[src/core/eifs_pkg.sv]
// Constants for the external interrupt flag skip-test decoder.
// Assumes one system clock, synchronous active-low reset, Avalon-MM register access.
package eifs_pkg;
  // Opcodes of the two flag tests
  localparam logic [9:0] EIFS_OP_EXT0 = 10'h038;
  localparam logic [9:0] EIFS_OP_EXT1 = 10'h039;
  // Bit positions of the enables in control register one
  localparam int EIFS_EN0_BIT = 0;
  localparam int EIFS_EN1_BIT = 1;
  // Bit positions in the request flag and interrupt registers
  localparam int EIFS_F0_BIT = 0;
  localparam int EIFS_F1_BIT = 1;
  localparam int EIFS_SKIP_BIT = 2;
  // Register word offsets (byte address bits 3:2)
  localparam logic [1:0] EIFS_REG_CTRL = 2'h0;
  localparam logic [1:0] EIFS_REG_FLAG = 2'h1;
  localparam logic [1:0] EIFS_REG_STAT = 2'h2;
  localparam logic [1:0] EIFS_REG_MASK = 2'h3;
  // Reset values
  localparam logic [3:0] EIFS_CTRL_RST = 4'h0;
  localparam logic [1:0] EIFS_FLAG_RST = 2'h0;
  localparam logic [2:0] EIFS_IRQ_RST = 3'h0;
  // Bus handshake states, Gray along idle-answer
  typedef enum logic [1:0] {
    EIFS_BUS_IDLE = 2'b00,
    EIFS_BUS_ANSWER = 2'b01
  } eifs_bus_state_t;
endpackage

[src/core/eifs_decoder.sv]
// Skip-test decoder for the two external interrupt request flags.
// Assumes the sequencer presents one opcode per cycle with a valid strobe
// and turns skip_out into a NOP slot for the following instruction.
module eifs_decoder (
  input wire logic clk_sys_in,
  input wire logic rst_b_in,
  input wire logic instr_valid_in,
  input wire logic [9:0] instr_in,
  input wire logic ext0_edge_in,
  input wire logic ext1_edge_in,
  input wire logic [3:0] avs_address_in,
  input wire logic avs_read_in,
  input wire logic avs_write_in,
  input wire logic [31:0] avs_writedata_in,
  output logic [31:0] avs_readdata_out,
  output logic avs_waitrequest_out,
  output logic skip_out,
  output logic suppress_out,
  output logic ext0_request_flag_out,
  output logic ext1_request_flag_out,
  output logic irq_out
);
  import eifs_pkg::*;

  // Whole state of the block in one record
  typedef struct packed {
    eifs_bus_state_t bus;
    logic [31:0] rdata;
    logic wait_n;
    logic [3:0] intr_control_reg_one;
    logic [1:0] flags;
    logic [2:0] stat;
    logic [2:0] mask;
    logic skip;
    logic suppress;
    logic irq;
  } eifs_state_t;

  eifs_state_t st;
  eifs_state_t next_st;

  // Decode and skip decision
  logic is_t0;
  logic is_t1;
  logic en0;
  logic en1;
  logic skip0;
  logic skip1;
  logic live;

  always_comb begin
    // A suppressed slot executes nothing, including another test
    live = instr_valid_in && !st.suppress;
    is_t0 = live && (instr_in == EIFS_OP_EXT0);
    is_t1 = live && (instr_in == EIFS_OP_EXT1);
    en0 = st.intr_control_reg_one[EIFS_EN0_BIT];
    en1 = st.intr_control_reg_one[EIFS_EN1_BIT];
    // Set flag with its interrupt enable clear turns the test into a skip
    skip0 = is_t0 && !en0 && st.flags[EIFS_F0_BIT];
    skip1 = is_t1 && !en1 && st.flags[EIFS_F1_BIT];
  end

  // Next-state logic for bus, flags and interrupt
  always_comb begin
    next_st = st;
    next_st.skip = skip0 || skip1;
    // Suppress only counts valid slots, so stalls keep the pending skip
    if (skip0 || skip1) begin
      next_st.suppress = 1'b1;
    end else if (instr_valid_in) begin
      next_st.suppress = 1'b0;
    end
    // Bus slave: one cycle of wait, answer in the second
    case (st.bus)
      EIFS_BUS_IDLE: begin
        next_st.wait_n = 1'b0;
        if (avs_read_in || avs_write_in) begin
          next_st.bus = EIFS_BUS_ANSWER;
          next_st.wait_n = 1'b1;
          next_st.rdata = 32'h0;
          case (avs_address_in[3:2])
            EIFS_REG_CTRL: next_st.rdata[3:0] = st.intr_control_reg_one;
            EIFS_REG_FLAG: next_st.rdata[1:0] = st.flags;
            EIFS_REG_STAT: next_st.rdata[2:0] = st.stat;
            EIFS_REG_MASK: next_st.rdata[2:0] = st.mask;
            default: next_st.rdata = 32'h0;
          endcase
        end
      end
      EIFS_BUS_ANSWER: begin
        next_st.bus = EIFS_BUS_IDLE;
        next_st.wait_n = 1'b0;
        // Write lands at the edge where the master sees waitrequest low
        if (avs_write_in) begin
          case (avs_address_in[3:2])
            EIFS_REG_CTRL: next_st.intr_control_reg_one = avs_writedata_in[3:0];
            EIFS_REG_FLAG: next_st.flags = avs_writedata_in[1:0];
            EIFS_REG_STAT: next_st.stat = st.stat & ~avs_writedata_in[2:0];
            EIFS_REG_MASK: next_st.mask = avs_writedata_in[2:0];
            default: next_st.mask = st.mask;
          endcase
        end
      end
      default: begin
        next_st.bus = EIFS_BUS_IDLE;
        next_st.wait_n = 1'b0;
      end
    endcase
    // Skip clears its flag; an edge in the same cycle wins
    if (skip0) begin
      next_st.flags[EIFS_F0_BIT] = 1'b0;
    end
    if (skip1) begin
      next_st.flags[EIFS_F1_BIT] = 1'b0;
    end
    if (ext0_edge_in) begin
      next_st.flags[EIFS_F0_BIT] = 1'b1;
      next_st.stat[EIFS_F0_BIT] = 1'b1;
    end
    if (ext1_edge_in) begin
      next_st.flags[EIFS_F1_BIT] = 1'b1;
      next_st.stat[EIFS_F1_BIT] = 1'b1;
    end
    if (skip0 || skip1) begin
      next_st.stat[EIFS_SKIP_BIT] = 1'b1;
    end
    next_st.irq = |(next_st.stat & next_st.mask);
  end

  // Register the whole state
  always_ff @(posedge clk_sys_in) begin
    if (!rst_b_in) begin
      st.bus <= EIFS_BUS_IDLE;
      st.rdata <= 32'h0;
      st.wait_n <= 1'b0;
      st.intr_control_reg_one <= EIFS_CTRL_RST;
      st.flags <= EIFS_FLAG_RST;
      st.stat <= EIFS_IRQ_RST;
      st.mask <= EIFS_IRQ_RST;
      st.skip <= 1'b0;
      st.suppress <= 1'b0;
      st.irq <= 1'b0;
    end else begin
      st <= next_st;
    end
  end

  // Outputs straight from flip-flops, except waitrequest, which also decodes avs_read_in and avs_write_in
  assign avs_readdata_out = st.rdata;
  assign avs_waitrequest_out = !st.wait_n && (avs_read_in || avs_write_in) ? 1'b1 : 1'b0;
  assign skip_out = st.skip;
  assign suppress_out = st.suppress;
  assign ext0_request_flag_out = st.flags[EIFS_F0_BIT];
  assign ext1_request_flag_out = st.flags[EIFS_F1_BIT];
  assign irq_out = st.irq;
endmodule // eifs_decoder

[config.mk]
export PLATFORM = sky130hd
export DESIGN_NAME = eifs_decoder
export DESIGN_NICKNAME = d
export VERILOG_FILES = /design/src/core/eifs_pkg.sv /design/src/core/eifs_decoder.sv
export SDC_FILE = /design/constraint.sdc
export NUM_CORES = 1
export LEC_CHECK = 0
export BUFFER_PORTS_ARGS = -buffer_cell sky130_fd_sc_hd__buf_4
export CORE_MARGIN = 1
export CORE_UTILIZATION = 43
export DETAILED_ROUTE_END_ITERATION = 10
export PLACE_DENSITY = 0.85
export SLEW_MARGIN = 20
export SYNTH_ARGS = -nofsm -noshare
export SYNTH_HDL_FRONTEND = slang
export SYNTH_SLANG_ARGS = --single-unit
[constraint.sdc]
create_clock -name clk_sys_in -period 3.16 [get_ports clk_sys_in]
set_clock_uncertainty 0.05 [all_clocks]
set_input_delay 0 -clock clk_sys_in [delete_from_list [all_inputs] [get_ports clk_sys_in]]
set_output_delay 0 -clock clk_sys_in [all_outputs]
set_load 0.05 [all_outputs]
==> results.cfg <==
[logic_synthesis]
yosysTopAreaCell = dfxtp_1
synth_top_area_share = 0.344
synth_flop_cell = dfxtp_1
async_flop_share = 0
synth_area_um2 = 1220
synth.distinct_cells = 33
yosys_warnings = 0
synth-edff-count = 0
synth_cells = 129
ys_ff_latch = 21
yosys-top-cells-area = dfxtp_1, buf_4, mux2i_1, mux4_2, nor2b_1
avgSynthCellArea_um2 = 9.47
yosysSeqAreaShare = 0.344

[route]
ant_nets = 0
detailroute.via_count = 948
wl_um = 2320
drc = 0
drt_iter0_markers = 15
firstDrtPassIters = 4
wl_per_cell_um = 11.8
viasPerCell = 4.81

[clocking]
cts.sinks = 21
cts_tree = built
cts_buffers = 3
htreeDepth = 1
post_cts_resized = 0
clk_path_buf_depth = 2
clk_pin_slew_ps = 110
root_buffer = clkbuf_4
clock_latency_ps = 310

[global_routing]
grt-ovfl-total = 0
antenna_found_initial = 0
grt_pass1_wl_um = 3830
grt_pass1_vias = 861
grt_max_degree = 22
track_usage = 0.161

[worst_setup_path]
worst-r2r-cell-count = 5
crit_path_max_fanout = 3
critical_path_required_ps = 3320
cp.arrival_ps = 2020
crit_type = flop to flop
start_kind = flop
cp-end-kind = flop

[die]
initial_core_util = 0.471
die-area_um2 = 3060
rows = 18
core-area_um2 = 2590
io_pins = 91
die_x_um = 55.3
die_h_um = 55.3

[timing]
fin_crit_sh = 0.586
min_period_ps = 1850
report.final.hold_viol_count = 0
rsz0062_at_grt = false
maxSlewViolCount = 0
setup_viol_count_final = 0
finalSetupTns_ps = 0
fmax_mhz = 540

[run_status]
status = finished clean

[layout]
regArea_um2 = 420
drive_gt1_frac = 0.263
fillers = 247
diodes = 0
fin_nets = 221
multi_input_area_um2 = 621
post-route-util = 0.570
syn2layout_area_growth_pct = 20.9

[placed_design]
place.gp.congestion = 0.791
post-dp-hpwl_um = 1710
io_buffers = 32

[power_and_ir_drop]
power.density_nw_per_um2 = 400
vdd.ir_drop.worst_v = 0.000261
power.leakage_nw = 0.712

[min_path]
hold_depth = 4
hp-class = input port to flop

[job]
maxCapViolCount = 0
[flip-flops by register name, summed over array words and instances (netlist names)]
signal and cells:
st 10, avs_readdata_out 4, en0 1, en1 1
ext0_request_flag_out 1, ext1_request_flag_out 1, irq_out 1, skip_out 1
suppress_out 1
[power breakdown]
| part | switching [W] | internal, W | total [W] |
|---|---|---|---|
| Clock | 0.0000833 | 0.0000495 | 0.000133 |
| Sequential | 0.00000681 | 0.000274 | 0.000281 |
| Combinational | 0.000124 | 0.0000527 | 0.000177 |
| Total | 0.000214 | 0.000376 | 0.000591 |
[synthesized netlist by cell type (2+ instances only)]
cell type and count:
and2_1 3, a21oi_1 5, and3b_1 2, dfxtp_1 21
mux2_2 2, clkbuf_1 2, o21a_1 4, nor2_1 7
mux4_2 2, buf_4 35, nor2b_1 6, a21boi_0 3
o21ai_0 3, inv_1 3, nand2_1 5, mux2i_1 8
nand3_1 2
[worst paths after layout]
| kind | from | endpoint | slack (ps) |
|---|---|---|---|
| setup / recovery | suppress_out | ext0_request_flag_out | 1310 |
| hold / removal | avs_read_in | avs_readdata_out[3] | 20 |
| setup reg to reg | suppress_out | ext0_request_flag_out | 1310 |
| hold reg to reg | st[14] | avs_readdata_out[3] | 450 |
[placed cells by master, fill, tap and decap left out, types with 2 or more instances in the layout]
cell	instances
o21ai_0	3
and2_1	3
and3b_1	2
mux4_2	2
dfxtp_1	21
buf_4	32
conb_1	28
a21boi_0	3
nor2_1	7
nand2_1	5
mux2_2	2
nor2b_1	6
nand3_1	2
mux2i_1	8
clkbuf_4	3
dlygate4sd3_1	12
inv_1	3
o21a_1	4
a21oi_1	5
[cells by family after synthesis]
| logic type | after synthesis | synth area share |
|---|---|---|
| flops | 21 | 0.344 |
| mux | 12 | 0.121 |
| simple gates | 34 | 0.175 |
| other cells | 1 | 0.00307 |
| compound gates | 21 | 0.126 |
| buf+inv | 40 | 0.231 |
[through the flow]
stage	hold slack, ps	cells	area, um^2	setup slack, ps	power, W
2_1_floorplan	73.8	156	1320	1590	0.000443
3_3_place_gp	176	181	1330	1840	0.000448
6_report	16.7	197	1480	1310	0.000591
3_5_place_dp	179	181	1330	1820	0.000451
4_1_cts	15.4	197	1480	1340	0.000591
5_1_grt	26.7	197	1480	1210	0.000617
[metal layers]
metal	vias up	wire length [um]	track usage
li1	461	-	-
met1	435	892	0.187
met2	49	1220	0.279
met3	3	180	0.0585
met4	0	22	0.0429
met5	-	0	0
[worst max-delay path, cell delays in order (launching register included)]
cell           delay, ps
dfxtp_1              340
and4bb_2             300
and4_1               240
a21oi_1               90
o21a_1               180
dlygate4sd3_1        550
[timing repair]
item / 4_1_cts / 5_1_grt
hold endpoints to repair: 17 / 0
hold buffers: 12 / 0
buffers inserted: 0 / 0
[cell type report]
cell class,count,share of cell area
clock buffer,4,0.0178
inverter,3,0.00763
multi-input combinational,95,0.420
sequential,21,0.285
tap,30,0.0254
timing repair buffer,44,0.244
Power figures use the tool's default switching activity.
